**config.mk**
```make
export PLATFORM = sky130hd
export DESIGN_NAME = pll_clock_generator_control
export DESIGN_NICKNAME = d
export VERILOG_FILES = /design/src/pkg/pll_ctrl_pkg.sv /design/src/pkg/clk_tick_if.sv /design/src/hdl/core_clock_divider.sv /design/src/hdl/periph_clock_gates.sv /design/src/hdl/pll_clock_generator_control.sv
export SDC_FILE = /design/constraint.sdc
export NUM_CORES = 1
export LEC_CHECK = 0
export BUFFER_PORTS_ARGS = -buffer_cell sky130_fd_sc_hd__buf_2
export CORE_ASPECT_RATIO = 0.6
export CORE_MARGIN = 2
export CORE_UTILIZATION = 55
export CTS_CLUSTER_DIAMETER = 150
export DETAILED_ROUTE_END_ITERATION = 10
export PLACE_DENSITY = 0.89
export SETUP_SLACK_MARGIN = 0.15
export SLEW_MARGIN = 10
export SYNTH_ARGS = -nofsm -noshare
export SYNTH_HDL_FRONTEND = slang
export SYNTH_SLANG_ARGS = --single-unit
export TNS_END_PERCENT = 5
```
**constraint.sdc**
```tcl
create_clock -name i_clk -period 3.5 [get_ports i_clk]
set_clock_uncertainty 0.2 [all_clocks]
set_input_delay 0.35 -clock i_clk [delete_from_list [all_inputs] [get_ports i_clk]]
set_output_delay 0.35 -clock i_clk [all_outputs]
set_load 0.005 [all_outputs]
```
**src/pkg/pll_ctrl_pkg.sv**
```systemverilog
// constants, types and strap decode for the pll clock generator control
// Summary of operation
// - input halve bit halves reference into pll
// - straps at power-up pick 6, 32, 16
// - six-bit software multiplier, rewritable at runtime
// - multiplier N gives Nx, zero gives 64x
// - reset loads multiplier from strap ratio
// - new divisor adopted smoothly within 14 core clock cycles
// - core clock is vco over divisor field, or over one when the field is zero or its enable is off
// - output divisor field resets to one
// - peripheral clock is core clock over two
// - bypass routes reference straight to core clock
// - bypass switch is clean, no vco feedback
// - per-peripheral clock disables save power
// - peripheral clocks stay off after reset
// - internal reset held 4096 reference cycles
package pll_ctrl_pkg;
    localparam int MULT_W = 6;
    localparam int FB_MULT_W = 7;
    localparam logic [6:0] MULT_ZERO_EQUIV = 7'h40;
    localparam logic [5:0] RATIO_STRAP_00 = 6'h06;
    localparam logic [5:0] RATIO_STRAP_01 = 6'h20;
    localparam logic [5:0] RATIO_STRAP_10 = 6'h10;
    localparam logic [5:0] RATIO_STRAP_RSVD = 6'h06;
    localparam logic [5:0] MULT_RESET = 6'h06;
    localparam int DIV_W = 4;
    localparam logic [3:0] DIV_RESET = 4'h1;
    localparam logic [3:0] DIV_ONE = 4'h1;
    localparam int NUM_PERIPH = 8;
    localparam logic [7:0] PDN_RESET = 8'hff;
    localparam int SETTLE_W = 13;
    localparam logic [12:0] RST_DELAY_CYCLES = 13'h1000;
    localparam logic [5:0] SWITCH_WAIT = 6'h3f;
    localparam int TRANSITION_CORE_CLOCK = 14;

    typedef enum logic [1:0] {
        ST_HOLD = 2'b00,
        ST_STRAP = 2'b01,
        ST_SETTLE = 2'b10,
        ST_RUN = 2'b11
    } seq_state_t;

    function automatic logic [5:0] strap_ratio(input logic [1:0] s);
        logic [5:0] r;
        r = RATIO_STRAP_RSVD;
        case (s)
            2'b00: r = RATIO_STRAP_00;
            2'b01: r = RATIO_STRAP_01;
            2'b10: r = RATIO_STRAP_10;
            default: r = RATIO_STRAP_RSVD;
        endcase
        return r;
    endfunction
endpackage

```
**src/pkg/clk_tick_if.sv**
```systemverilog
// source tick, divisor and core tick shared by the clock generator parts
`timescale 1ns/10ps
interface clk_tick_if
    import pll_ctrl_pkg::*;
();
    logic src_tick;
    logic [DIV_W-1:0] divisor;
    logic core_tick;
    modport ctrl(output src_tick, output divisor, input core_tick);
    modport divider(input src_tick, input divisor, output core_tick);
    modport gates(input core_tick);
endinterface

```
**src/hdl/core_clock_divider.sv**
```systemverilog
// output divider that forms core clock ticks from source ticks
`timescale 1ns/10ps
module core_clock_divider
    import pll_ctrl_pkg::*;
(
    input wire logic i_clk,
    input wire logic i_rst,
    clk_tick_if.divider tick
);
    logic [DIV_W-1:0] cnt_ff;
    logic core_tick_ff;
    logic wrap;

    // a new divisor is compared at every source tick, so it is taken on
    // the fly at the next period end without stopping the clock
    assign wrap = ({1'b0, cnt_ff} + 5'h01) >= {1'b0, tick.divisor};

    always_ff @(posedge i_clk) begin
        if (i_rst) begin
            cnt_ff <= '0;
            core_tick_ff <= 1'b0;
        end else begin
            core_tick_ff <= 1'b0;
            if (tick.src_tick) begin
                if (wrap) begin
                    cnt_ff <= '0;
                    core_tick_ff <= 1'b1;
                end else begin
                    cnt_ff <= cnt_ff + 4'h1;
                end
            end
        end
    end

    assign tick.core_tick = core_tick_ff;

    div_wrap_tick_a: assert property (@(posedge i_clk) disable iff (i_rst)
        tick.src_tick && wrap |=> tick.core_tick)
        else $error("core tick missing at divider wrap");
    div_no_spur_a: assert property (@(posedge i_clk) disable iff (i_rst)
        !tick.src_tick |=> !tick.core_tick)
        else $error("core tick without a source tick");
    div_by_four_c: cover property (@(posedge i_clk) disable iff (i_rst)
        tick.core_tick && tick.divisor == 4'h4);
endmodule

```
**src/hdl/periph_clock_gates.sv**
```systemverilog
// fixed divide by two for the peripheral clock and per-peripheral gates
`timescale 1ns/10ps
module periph_clock_gates
    import pll_ctrl_pkg::*;
(
    input wire logic i_clk,
    input wire logic i_rst,
    clk_tick_if.gates tick,
    input wire logic [NUM_PERIPH-1:0] i_pdn,
    output logic o_periph_tick,
    output logic [NUM_PERIPH-1:0] o_gated
);
    logic phase_ff;
    logic periph_tick_ff;
    logic [NUM_PERIPH-1:0] gated_ff;

    always_ff @(posedge i_clk) begin
        if (i_rst) begin
            phase_ff <= 1'b0;
        end else if (tick.core_tick) begin
            phase_ff <= ~phase_ff;
        end
    end

    always_ff @(posedge i_clk) begin
        if (i_rst) begin
            periph_tick_ff <= 1'b0;
        end else begin
            periph_tick_ff <= tick.core_tick & phase_ff;
        end
    end

    for (genvar g = 0; g < NUM_PERIPH; g++) begin : gen_gate
        always_ff @(posedge i_clk) begin
            if (i_rst) begin
                gated_ff[g] <= 1'b0;
            end else begin
                gated_ff[g] <= tick.core_tick & phase_ff & ~i_pdn[g];
            end
        end
    end

    assign o_periph_tick = periph_tick_ff;
    assign o_gated = gated_ff;

    periph_half_a: assert property (@(posedge i_clk) disable iff (i_rst)
        o_periph_tick |-> $past(tick.core_tick) && $past(phase_ff))
        else $error("peripheral tick not on every second core tick");
    gate_off_a: assert property (@(posedge i_clk) disable iff (i_rst)
        i_pdn[0] |=> !o_gated[0])
        else $error("disabled peripheral clock still ticking");
    periph_tick_c: cover property (@(posedge i_clk) disable iff (i_rst)
        o_periph_tick ##[1:40] o_periph_tick);
endmodule

```
**src/hdl/pll_clock_generator_control.sv**
```systemverilog
// digital control around the pll: straps, multiplier, bypass, dividers
`timescale 1ns/10ps
module pll_clock_generator_control
    import pll_ctrl_pkg::*;
(
    input wire logic i_clk,
    input wire logic i_rst,
    input wire logic i_reference_input_clock,
    input wire logic i_vco_clock,
    input wire logic [1:0] i_ratio_strap,
    input wire logic i_input_halve_enable,
    input wire logic i_pll_bypass_select,
    input wire logic i_output_divisor_enable,
    input wire logic i_mult_wr,
    input wire logic [MULT_W-1:0] i_mult_val,
    input wire logic i_div_wr,
    input wire logic [DIV_W-1:0] i_div_val,
    input wire logic i_pdn_wr,
    input wire logic [NUM_PERIPH-1:0] i_pdn_val,
    output logic [FB_MULT_W-1:0] o_pll_feedback_multiplier,
    output logic o_input_halve_enable,
    output logic o_pll_ref_tick,
    output logic o_core_clock,
    output logic o_periph_clock,
    output logic [NUM_PERIPH-1:0] o_periph_clock_gated,
    output logic o_core_reset,
    output logic o_bypass_active,
    output logic [MULT_W-1:0] o_multiplier_field,
    output logic [DIV_W-1:0] o_divisor_field,
    output logic [NUM_PERIPH-1:0] o_periph_pdn
);
    logic ref_s1_ff;
    logic ref_s2_ff;
    logic ref_s3_ff;
    logic vco_s1_ff;
    logic vco_s2_ff;
    logic vco_s3_ff;
    logic [1:0] strap_s1_ff;
    logic [1:0] strap_s2_ff;
    logic ref_rise;
    logic vco_rise;

    seq_state_t state_ff;
    seq_state_t nxt_state;
    logic [SETTLE_W-1:0] settle_cnt_ff;
    logic core_reset_ff;

    logic [MULT_W-1:0] mult_ff;
    logic [FB_MULT_W-1:0] fb_mult_ff;
    logic [FB_MULT_W-1:0] nxt_fb_mult;

    logic halve_ff;
    logic halve_phase_ff;
    logic ref_tick_ff;

    logic [DIV_W-1:0] div_ff;
    logic output_divisor_enable_ff;
    logic [DIV_W-1:0] eff_div;

    logic bypass_ff;
    logic [5:0] sw_wait_ff;
    logic switch_now;

    logic [NUM_PERIPH-1:0] pdn_ff;

    clk_tick_if tick();

    // pins from outside this clock domain pass two flops first
    always_ff @(posedge i_clk) begin
        if (i_rst) begin
            ref_s1_ff <= 1'b0;
            ref_s2_ff <= 1'b0;
            ref_s3_ff <= 1'b0;
            vco_s1_ff <= 1'b0;
            vco_s2_ff <= 1'b0;
            vco_s3_ff <= 1'b0;
        end else begin
            ref_s1_ff <= i_reference_input_clock;
            ref_s2_ff <= ref_s1_ff;
            ref_s3_ff <= ref_s2_ff;
            vco_s1_ff <= i_vco_clock;
            vco_s2_ff <= vco_s1_ff;
            vco_s3_ff <= vco_s2_ff;
        end
    end

    // straps keep sampling through reset so they are valid at release
    always_ff @(posedge i_clk) begin
        strap_s1_ff <= i_ratio_strap;
        strap_s2_ff <= strap_s1_ff;
    end

    assign ref_rise = ref_s2_ff & ~ref_s3_ff;
    assign vco_rise = vco_s2_ff & ~vco_s3_ff;

    // reset sequencing: catch straps, then let the pll settle
    always_comb begin
        nxt_state = state_ff;
        case (state_ff)
            ST_HOLD: begin
                nxt_state = ST_STRAP;
            end
            ST_STRAP: begin
                nxt_state = ST_SETTLE;
            end
            ST_SETTLE: begin
                if (settle_cnt_ff == RST_DELAY_CYCLES) begin
                    nxt_state = ST_RUN;
                end
            end
            ST_RUN: begin
                nxt_state = ST_RUN;
            end
            default: begin
                nxt_state = ST_HOLD;
            end
        endcase
    end

    always_ff @(posedge i_clk) begin
        if (i_rst) begin
            state_ff <= ST_HOLD;
        end else begin
            state_ff <= nxt_state;
        end
    end

    always_ff @(posedge i_clk) begin
        if (i_rst) begin
            settle_cnt_ff <= '0;
        end else if (state_ff != ST_RUN && ref_rise &&
                     settle_cnt_ff != RST_DELAY_CYCLES) begin
            settle_cnt_ff <= settle_cnt_ff + 13'h0001;
        end
    end

    always_ff @(posedge i_clk) begin
        if (i_rst) begin
            core_reset_ff <= 1'b1;
        end else begin
            core_reset_ff <= (state_ff != ST_RUN);
        end
    end

    // multiplier field: strap ratio once after reset, software after that
    always_ff @(posedge i_clk) begin
        if (i_rst) begin
            mult_ff <= MULT_RESET;
        end else if (state_ff == ST_STRAP) begin
            mult_ff <= strap_ratio(strap_s2_ff);
        end else if (i_mult_wr) begin
            mult_ff <= i_mult_val;
        end
    end

    always_comb begin
        if (mult_ff == '0) begin
            nxt_fb_mult = MULT_ZERO_EQUIV;
        end else begin
            nxt_fb_mult = {1'b0, mult_ff};
        end
    end

    always_ff @(posedge i_clk) begin
        if (i_rst) begin
            fb_mult_ff <= {1'b0, MULT_RESET};
        end else begin
            fb_mult_ff <= nxt_fb_mult;
        end
    end

    // input halving; software is expected to be bypassed while it flips
    always_ff @(posedge i_clk) begin
        if (i_rst) begin
            halve_ff <= 1'b0;
        end else begin
            halve_ff <= i_input_halve_enable;
        end
    end

    always_ff @(posedge i_clk) begin
        if (i_rst) begin
            halve_phase_ff <= 1'b0;
        end else if (!halve_ff) begin
            halve_phase_ff <= 1'b0;
        end else if (ref_rise) begin
            halve_phase_ff <= ~halve_phase_ff;
        end
    end

    always_ff @(posedge i_clk) begin
        if (i_rst) begin
            ref_tick_ff <= 1'b0;
        end else begin
            ref_tick_ff <= ref_rise & (~halve_ff | halve_phase_ff);
        end
    end

    // output divisor field and its enable
    always_ff @(posedge i_clk) begin
        if (i_rst) begin
            div_ff <= DIV_RESET;
        end else if (i_div_wr) begin
            div_ff <= i_div_val;
        end
    end

    always_ff @(posedge i_clk) begin
        if (i_rst) begin
            output_divisor_enable_ff <= 1'b0;
        end else begin
            output_divisor_enable_ff <= i_output_divisor_enable;
        end
    end

    always_comb begin
        if (!output_divisor_enable_ff || div_ff == '0) begin
            eff_div = DIV_ONE;
        end else begin
            eff_div = div_ff;
        end
    end

    // bypass only changes at a core tick boundary, or after a bounded
    // wait in case the current source has stopped
    assign switch_now = tick.core_tick || sw_wait_ff == SWITCH_WAIT;

    always_ff @(posedge i_clk) begin
        if (i_rst) begin
            bypass_ff <= 1'b0;
            sw_wait_ff <= '0;
        end else if (i_pll_bypass_select != bypass_ff) begin
            if (switch_now) begin
                bypass_ff <= i_pll_bypass_select;
                sw_wait_ff <= '0;
            end else begin
                sw_wait_ff <= sw_wait_ff + 6'h01;
            end
        end else begin
            sw_wait_ff <= '0;
        end
    end

    // bypass feeds the raw reference through with a divide of one
    assign tick.src_tick = bypass_ff ? ref_rise : vco_rise;
    assign tick.divisor = bypass_ff ? DIV_ONE : eff_div;

    // peripheral clock disables, all off until software turns them on
    always_ff @(posedge i_clk) begin
        if (i_rst) begin
            pdn_ff <= PDN_RESET;
        end else if (i_pdn_wr) begin
            pdn_ff <= i_pdn_val;
        end
    end

    core_clock_divider u_div (
        .i_clk(i_clk),
        .i_rst(i_rst),
        .tick(tick.divider)
    );

    periph_clock_gates u_gates (
        .i_clk(i_clk),
        .i_rst(i_rst),
        .tick(tick.gates),
        .i_pdn(pdn_ff),
        .o_periph_tick(o_periph_clock),
        .o_gated(o_periph_clock_gated)
    );

    assign o_pll_feedback_multiplier = fb_mult_ff;
    assign o_input_halve_enable = halve_ff;
    assign o_pll_ref_tick = ref_tick_ff;
    assign o_core_clock = tick.core_tick;
    assign o_core_reset = core_reset_ff;
    assign o_bypass_active = bypass_ff;
    assign o_multiplier_field = mult_ff;
    assign o_divisor_field = div_ff;
    assign o_periph_pdn = pdn_ff;

    strap_load_a: assert property (@(posedge i_clk) disable iff (i_rst)
        state_ff == ST_STRAP |=> mult_ff == strap_ratio($past(strap_s2_ff)))
        else $error("multiplier not loaded from straps");
    strap_hold_a: assert property (@(posedge i_clk) disable iff (i_rst)
        state_ff == ST_RUN && !i_mult_wr |=> $stable(mult_ff))
        else $error("multiplier moved without a write");
    mult_write_a: assert property (@(posedge i_clk) disable iff (i_rst)
        state_ff != ST_STRAP && i_mult_wr |=> mult_ff == $past(i_mult_val))
        else $error("multiplier write not taken");
    mult_zero_a: assert property (@(posedge i_clk) disable iff (i_rst)
        mult_ff == 6'h00 |=> o_pll_feedback_multiplier == 7'h40)
        else $error("zero multiplier not shown as 64");
    halve_off_a: assert property (@(posedge i_clk) disable iff (i_rst)
        ref_rise && !halve_ff |=> o_pll_ref_tick)
        else $error("undivided reference tick lost");
    halve_skip_a: assert property (@(posedge i_clk) disable iff (i_rst)
        o_pll_ref_tick && halve_ff && $past(halve_ff) |->
        $past(halve_phase_ff))
        else $error("halved reference ticks on wrong phase");
    div_reset_a: assert property (@(posedge i_clk)
        $past(i_rst) |-> div_ff == 4'h1)
        else $error("divisor field not one after reset");
    core_rst_hold_a: assert property (@(posedge i_clk) disable iff (i_rst)
        settle_cnt_ff != 13'h1000 |=> o_core_reset)
        else $error("core reset released before settle count");
    core_rst_free_a: assert property (@(posedge i_clk) disable iff (i_rst)
        state_ff == ST_SETTLE && settle_cnt_ff == 13'h1000 |=> ##1
        !o_core_reset)
        else $error("core reset not released after settle count");
    bypass_path_a: assert property (@(posedge i_clk) disable iff (i_rst)
        bypass_ff |-> tick.src_tick == ref_rise && tick.divisor == 4'h1)
        else $error("bypass does not route the reference");
    bypass_clean_a: assert property (@(posedge i_clk) disable iff (i_rst)
        bypass_ff != $past(bypass_ff) |->
        $past(tick.core_tick) || $past(sw_wait_ff) == 6'h3f)
        else $error("bypass switched mid core period");
    pdn_reset_a: assert property (@(posedge i_clk)
        $past(i_rst) |-> pdn_ff == 8'hff)
        else $error("peripheral clocks not off after reset");

    run_reached_c: cover property (@(posedge i_clk) disable iff (i_rst)
        state_ff == ST_SETTLE ##1 state_ff == ST_RUN);
    bypass_enter_c: cover property (@(posedge i_clk) disable iff (i_rst)
        !bypass_ff ##1 bypass_ff);
    mult_zero_c: cover property (@(posedge i_clk) disable iff (i_rst)
        i_mult_wr && i_mult_val == 6'h00);
endmodule

```
* Word-level counts from Yosys, hierarchy flattened *
Index checks and enable logic that the tools add are counted.

storage, ports and cells
  bits in registers = 77
  logic and storage cells = 103

cells by class
  equal/unequal tests = 11
  order comparisons = 1
  reductions and logical operators = 14
  bitwise gates (word level) = 28
  add/sub/neg operators = 4
  muxes and demuxes = 11

operators by type and width
  operator                                                               number
  1-bit NOT                                                              15
  13-bit by 1-bit adder with 13-bit output, second input constant        1
  13-bit equality test, second input constant                            1
  13-bit inequality test, second input constant                          1
  1-bit bitwise AND                                                      12
  4-bit 2-to-1 mux                                                       3
  6-bit 2-to-1 mux                                                       2
  6-bit one-hot mux with 2 select lines                                  1
  2-bit one-hot mux with 4 select lines                                  1
  7-bit 2-to-1 mux                                                       1
  6-bit by 1-bit adder with 6-bit output, second input constant          1
  2-bit equality test, second input constant                             3
  6-bit equality test, second input constant                             1
  6-bit logical NOT                                                      1
  2-bit OR reduction                                                     3
  4-bit by 1-bit adder with 5-bit output, second input constant          1
  5-bit by 4-bit >= comparator with 1-bit output                         1
  4-bit by 1-bit adder with 4-bit output, second input constant          1
  2-bit by 1-bit equality test with 1-bit output, second input constant  2
  4-bit logical NOT                                                      1
  2-bit inequality test, second input constant                           2
  3-bit OR reduction                                                     1
  1-bit logical AND                                                      2
  2-bit logical NOT                                                      1
  other kinds (8)                                                        10

* Depth between registers and ports, before layout *
Gate-level depths: netlist of the first run.

  word-level depth = 6
  mapped depth = 7

* Hierarchy *
A second synthesis of the first run with hierarchy kept.

unflattened totals
  cells, all modules = 306
  area total of the unflattened synthesis = 2997.9 µm²

modules (own cells, without submodules)
  module                       instances  cells each  seq. area each (µm²)  area an instance (µm²)
  pll_clock_generator_control  1          244         1241.2                2374.8
  core_clock_divider           1          40          100.1                 356.6
  periph_clock_gates           1          22          200.2                 266.5

* Least setup slack after synthesis of the first run *
OpenSTA, ideal clock, no wires.

  path kind = register to register
  from = reg bypass_ff (netlist: o_bypass_active)
  to = reg u_div.cnt_ff[3]
  period minus slack after synthesis = 1.820 ns
  data required time = 3.214 ns
  path slack = 1.680 ns
  path buffers = 0
  cell stages (with the launch flop) = 8
  setup time = 0.086 ns
  arrival time = 1.535 ns
  cells stage by stage = dfxtp_1 > nor2b_1 > o311ai_0 > ha_1 > nor3b_1 > o21a_1 > nor2_1 > a211oi_1

between the ends
  longest elaborated chain between the ends = 3
  elaborated cells on any way between the ends = 4
  those cells by class = order compare (1); mux (3)

RTL lines
  what                                            line                                RTL
  start: declaration                              pll_clock_generator_control.sv:60   logic bypass_ff;
  start signal: assignment                        pll_clock_generator_control.sv:234  bypass_ff <= i_pll_bypass_select;
  4-bit 2-to-1 mux                                pll_clock_generator_control.sv:246  assign tick.divisor = bypass_ff ? DIV_ONE : eff_div;
  5-bit by 4-bit >= comparator with 1-bit output  core_clock_divider.sv:16            assign wrap = ({1'b0, cnt_ff} + 5'h01) >= {1'b0, tick.divisor};
  4-bit 2-to-1 mux                                core_clock_divider.sv:25            if (wrap) begin
  end signal: assignment                          core_clock_divider.sv:29            cnt_ff <= cnt_ff + 4'h1;
  end: declaration                                core_clock_divider.sv:10            logic [DIV_W-1:0] cnt_ff;

Parallel ways exist; a longest one is shown, timed or not.
A chain may end at the register's enable or synchronous reset.

* Worst setup path in the final report of the first run *
  from = reg ref_s2_ff
  to = reg settle_cnt_ff[11]

between the ends
  longest elaborated chain between the ends = 3

RTL lines
  what                             line                                RTL
  start: declaration               pll_clock_generator_control.sv:33   logic ref_s2_ff;
  start signal: assignment         pll_clock_generator_control.sv:79   ref_s2_ff <= ref_s1_ff;
  1-bit bitwise AND                pll_clock_generator_control.sv:93   assign ref_rise = ref_s2_ff & ~ref_s3_ff;
  1-bit logical AND (2 in series)  pll_clock_generator_control.sv:131  end else if (state_ff != ST_RUN && ref_rise &&
  end signal: assignment           pll_clock_generator_control.sv:133  settle_cnt_ff <= settle_cnt_ff + 13'h0001;
  end: declaration                 pll_clock_generator_control.sv:45   logic [SETTLE_W-1:0] settle_cnt_ff;

Every way passes these cells.

==> results of run 1 <==
## through the flow
stage / power (mW) / setup WS, ns
3_3_place_gp: 1.08 / 1.53
6_report: 1.67 / 1.41
3_5_place_dp: 1.08 / 1.45
4_1_cts: 1.67 / 1.39
5_1_grt: 1.74 / 1.26
2_1_floorplan: 1.03 / 1.68
## per-layer routing
layer | GRT usage, % | share of wire, %
met5 | 0 | 0
met4 | 5.48 | 0.54
met3 | 9.33 | 5.6
met2 | 35.7 | 46
met1 | 28.1 | 48
## power groups by stage
stage / logic [mW] / registers (mW) / clock network [mW]
6_report: 0.133 / 0.936 / 0.597
5_1_grt: 0.148 / 0.940 / 0.650
4_1_cts: 0.132 / 0.935 / 0.604
3_5_place_dp: 0.129 / 0.955 / 0
3_3_place_gp: 0.123 / 0.954 / 0
2_1_floorplan: 0.0742 / 0.952 / 0
## synth_stat cells, drive strengths merged (8+ instances only)
| cell | n |
|---|---|
| dfxtp | 77 |
| o21ai | 8 |
| inv | 11 |
| nor3 | 10 |
| nand2 | 21 |
| ha | 10 |
| mux2i | 18 |
| nor2b | 18 |
| nor2 | 35 |
## worst register-to-register path, cell delays in order (launching register included)
cell     delay (ns)
dfxtp_1        0.35
nor2b_1        0.49
nand4_4        0.27
or4_1          0.55
a21oi_1        0.15
## logic make-up after synthesis
group	Yosys count	share of synthesized area, %
AO/OA/AOI/OAI	32	7.06
XOR/XNOR	14	4.19
adder cells (fa/ha/maj)	10	4.28
buffers and inverters	22	3.21
flip-flops	77	52.7
multiplexers	20	6.93
AND/OR/NAND/NOR	120	21.6
## cell type report
| type | count | area [µm²] | share of cell area, % |
|---|---|---|---|
| well taps | 66 | 82.6 | 2.35 |
| multi-input cells | 196 | 1290 | 36.6 |
| clock buffers | 12 | 145 | 4.13 |
| flip-flops and latches | 77 | 1540 | 43.8 |
| repair buffers | 73 | 388 | 11.0 |
| inverters | 11 | 41.3 | 1.17 |
| clock inverters | 4 | 31.3 | 0.889 |
## registers in the layout (all words and copies together), names as in the netlist, 2 cells and up
signal and flops:
settle_cnt_ff 13, o_periph_pdn 8, u_gates.o_gated 8, o_pll_feedback_multiplier 7
o_multiplier_field 6, sw_wait_ff 6, o_divisor_field 4, u_div.cnt_ff 4
state_ff 2, strap_s1_ff 2, strap_s2_ff 2
## worst min-delay path by stage
stage	endpoint	slack, ns	cells past startpoint
final	o_periph_pdn[5]	0.02	3
after CTS	o_periph_pdn[7]	0.007	3
after global routing	o_periph_pdn[0]	0.004	3
after floorplan	strap_s2_ff[0]	0.11	0
after global placement	strap_s2_ff[1]	0.11	0
after detailed placement	strap_s2_ff[0]	0.11	0
## repair_timing
action	4_1_cts	5_1_grt
hold buffers	3	1
hold endpoints to repair	3	1
gates resized for setup	0	0
==> results.tsv, run 1 <==
metric	value	unit
worst path buffer plus inverter count	0	
router iterations before antenna repair	4	
row count	20	
MaxCap Viol Count	0	
reg2reg end	settle_cnt_ff[11]	
R2R cell count	4	
Yosys warnings	0	
max-slew violation count	0	
Iter 0 DRT Violations	94	
post-synthesis average cell area	9.91	µm²
Port Buf Inserts	68	
Die Y	60.5	µm
Critical Path Start	ref_s2_ff	
Comb pwr share	8.0	%
crit path to	settle_cnt_ff[11]	
slowest cell delay on critical path	0.55	ns
hold path startpoint	i_pdn_val[5]	
WS Path Type	flip-flop to flip-flop	
CTS clk-pin slew, worst paths	0.07	ns
Post-CTS Setup Bufs	0	
TritonCTS Buffers	9	
worst-skew pair later-pin latency	0.35	ns
Antenna diodes	0	
# fillers	386	
unrepaired setup endpoints after global routing	false	
Tightest Pin Transition	0.565	ns
share of layout cells above drive strength 1	23.9	%
first-pass GRT wire length	10.2	mm
ys async rst share	0	%
Seq pwr share	56.2	%
final-stage net count	408	
# DRC	0	
Hold WC Path Type	primary input to flip-flop	
CP max FO	14	
Total Wirelength	6.07	mm
via count	2298	
mapped cell area	2920	µm²
outcome	complete, no violations	
initial antenna violation count	0	
NetSw	411	µW
flops & latches, synth	77	
Worst Path Required	3.57	ns
Cells after DPL	419	
hold_ws	0.0162	ns
dpl hpwl	4.27	mm
Top Family by Delay on Critical Path	simple AND/OR/NAND/NOR gates	
Worst EP arrival	2.16	ns
area post-placement	3300	µm²
Initial Utilization	57.6	%
fin crit period	2.09	ns
Finished Cell Area	3520	µm²
FMAX	0.479	GHz
CP startpoint kind	flip-flop	
worst vdd ir	358	µV
reg2reg start	ref_s2_ff	
CTS tree	built	
GRT Total Usage	22.0	%
Sink Count	77	
sw frac	24.7	%
die width	98.1	µm
Syn Inst Count	295	
routed len/inst	13.8	µm
Core Area	5080	µm²
top cells by area, synth	dfxtp_1, mux2i_1, nor2_1	
Crit. End Element	flip-flop	
final hold viol count	0	
routability cong.	0.801	
most frequent cells in the layout	dfxtp_1, buf_2, nor2_1	
dominant cell type by area after synthesis	dfxtp_1	
Post-synth EDFFs	0	
crit-path cells	nor2b_1, nand4_4, or4_1, a21oi_1	
flop-to-flop setup slack	1.41	ns
Rel. slew slack	62.2	%
fin crit share	59.6	%
sequential-to-total area share from yosys stat	52.7	%
commonest non-fill, non-tap cell in the layout	dfxtp_1	
Main synth FF type	dfxtp_1	
DRT antenna net count	0	
grt ovf	0	
Post-Route Utilization	69.3	%
Slowest-stage cell, CP	or4_1	
Clk pwr share	35.8	%
Synth-to-Final Area Change	20.3	%
Final Setup Violations	0	
cell internal pwr	1.25	mW
LEAKAGE	1.53	nW
io pins	69	
Syn Nets	335	
clk buf depth	2	
post-route insts no fill	439	
PwrDens	473	nW/µm²
number of global-route vias before repair	2198	
CP Depth	4	
synth unique cells	40	
post-synth top area share	52.7	%
CTS H-tree depth	3	
CTS Root Cell	clkbuf_8	
via density per instance	5.23	
final setup TNS	0	ns
largest net degree at the start of global routing	48	
full die area	5930	µm²
Power figures use the tool's default switching activity.
==> inputs of run 2 (changes only) <==
CORE_UTILIZATION = 53   (was 55)
PLACE_DENSITY = 0.87   (was 0.89)
clock period = 1.95 ns   (was 3.5 ns; I/O delays follow)
==> results.tsv, run 2 (synthesis gave the netlist of run 1 again) <==
metric	value	unit
number of global-route vias before repair	2616	
Cells after DPL	425	
Biggest register	settle_cnt_ff	
max reg flops	13	
R2R cell count	7	
unrepaired setup endpoints after global routing	true	
Sink Count	77	
worst-skew pair later-pin latency	0.36	ns
commonest non-fill, non-tap cell in the layout	dfxtp_1	
first-pass GRT wire length	12.6	mm
outcome	finished, violations left	
final hold viol count	0	
Antenna diodes	0	
PnR Total Power	3.31	mW
largest net degree at the start of global routing	22	
Port Buf Inserts	68	
io pins	69	
CTS Root Cell	clkbuf_8	
initial antenna violation count	0	
Synth-to-Final Area Change	37.3	%
routed len/inst	20.0	µm
routability cong.	0.960	
CTS tree	built	
FMAX	0.504	GHz
row count	20	
share of layout cells above drive strength 1	31.1	%
worst vdd ir	618	µV
CP max FO	4	
hold path depth	3	
Crit. End Element	flip-flop	
full die area	6150	µm²
CTS H-tree depth	3	
LEAKAGE	1.72	nW
router iterations before antenna repair	7	
MaxCap Viol Count	0	
CTS clk-pin slew, worst paths	0.09	ns
dpl ws	-0.00582	ns
Rel. slew slack	65.0	%
WS Path Type	flip-flop to flip-flop	
final-stage net count	444	
fin crit period	1.99	ns
GRT Total Usage	27.4	%
Die Y	61.5	µm
slowest cell delay on critical path	0.41	ns
# DRC	0	
die width	99.9	µm
Total Wirelength	9.51	mm
TritonCTS Buffers	9	
Hold WC Path Type	primary input to flip-flop	
Tightest Pin Transition	0.522	ns
post-route insts no fill	475	
Worst Path Required	2.02	ns
via count	2793	
clk buf depth	2	
crit-path cells	nand3_4, xnor2_1, ha_1, a311o_1, o21ai_4, nor2_4, nor3_2	
Core Area	5180	µm²
most frequent cells in the layout	dfxtp_1, buf_2, nor2_1	
Slowest-stage cell, CP	dfxtp_4	
dpl hpwl	4.63	mm
Initial Utilization	56.4	%
via density per instance	5.88	
Iter 0 DRT Violations	249	
Worst EP arrival	2.06	ns
fin crit share	102	%
failing checks	negative setup slack	
CP startpoint kind	flip-flop	
Final Setup Violations	4	
max-slew violation count	0	
PwrDens	826	nW/µm²
grt ovf	0	
final setup margin	-0.0350	ns
DRT antenna net count	0	
## run 2: cell types whose count changed in the layout (fill, tap and decap cells not counted), moves of 3 or more
| cell | before | now |
|---|---|---|
| dlygate4sd3_1 | 4 | 29 |
| buf_4 | 1 | 12 |
| dfxtp_1 | 77 | 70 |
| nor3_1 | 10 | 5 |
| nor3_2 | 0 | 5 |
| dfxtp_2 | 0 | 4 |
| clkinvlp_4 | 3 | 0 |
| dfxtp_4 | 0 | 3 |
## run 2: what timing repair did
item,in CTS,in global routing
setup endpoints to repair,13,19
setup buffers,1,4
hold buffers,29,0
resized for setup,13,21
hold endpoints to repair,25,0
pin swaps,4,6
## run 2: final timing paths
| check | startpoint | end | slack, ns |
|---|---|---|---|
| max | u_div.cnt_ff[2] | u_div.cnt_ff[2] | -0.04 |
| min | i_pdn_wr | o_periph_pdn[0] | 0.06 |
| max reg2reg | u_div.cnt_ff[2] | u_div.cnt_ff[2] | -0.04 |
| min reg2reg | strap_s1_ff[1] | strap_s2_ff[1] | 0.14 |
## run 2: through the flow
stage	hold WS, ns	utilization (%)	setup TNS [ns]	instance area, µm²
after floorplan	0.0227	-	0	2930
after global placement	0.0975	64.7	0	3350
after detailed placement	0.100	64.7	-0.00582	3350
after CTS	0.0263	75.1	0	3890
after global routing	0.0649	77.5	-0.232	4010
final	0.0620	77.5	-0.0645	4010
## run 2: layer usage
layer / GRT usage (%) / up-vias / share of wire (%)
met3: 8.97 / 62 / 8.2
met2: 44.5 / 205 / 47
met5: 0 / - / 0
li1: - / 1233 / -
met4: 14.9 / 0 / 5.5
met1: 33.3 / 1293 / 40
## run 2: area by class of cell
cell class | count | area [µm²]
Inverter | 11 | 41.3
Tap cell | 66 | 82.6
Sequential cell | 77 | 1560
Timing Repair Buffer | 109 | 721
Multi-Input combinational cell | 196 | 1400
Clock inverter | 7 | 87.6
Fill cell | 315 | 1170
Clock buffer | 9 | 124
## run 2: power breakdown
| group | internal [mW] | switching, mW |
|---|---|---|
| clock network | 0.625 | 0.666 |
| registers | 1.63 | 0.0557 |
| logic | 0.169 | 0.169 |
| total | 2.42 | 0.890 |
## run 2: critical path, delay by kind of cell (launching register included)
kind                     cells  cell delay, ns
flip-flops                   1            0.41
XOR/XNOR                     1            0.13
adder cells (fa/ha/maj)      1            0.31
AO/OA/AOI/OAI                2            0.50
AND/OR/NAND/NOR              3            0.34
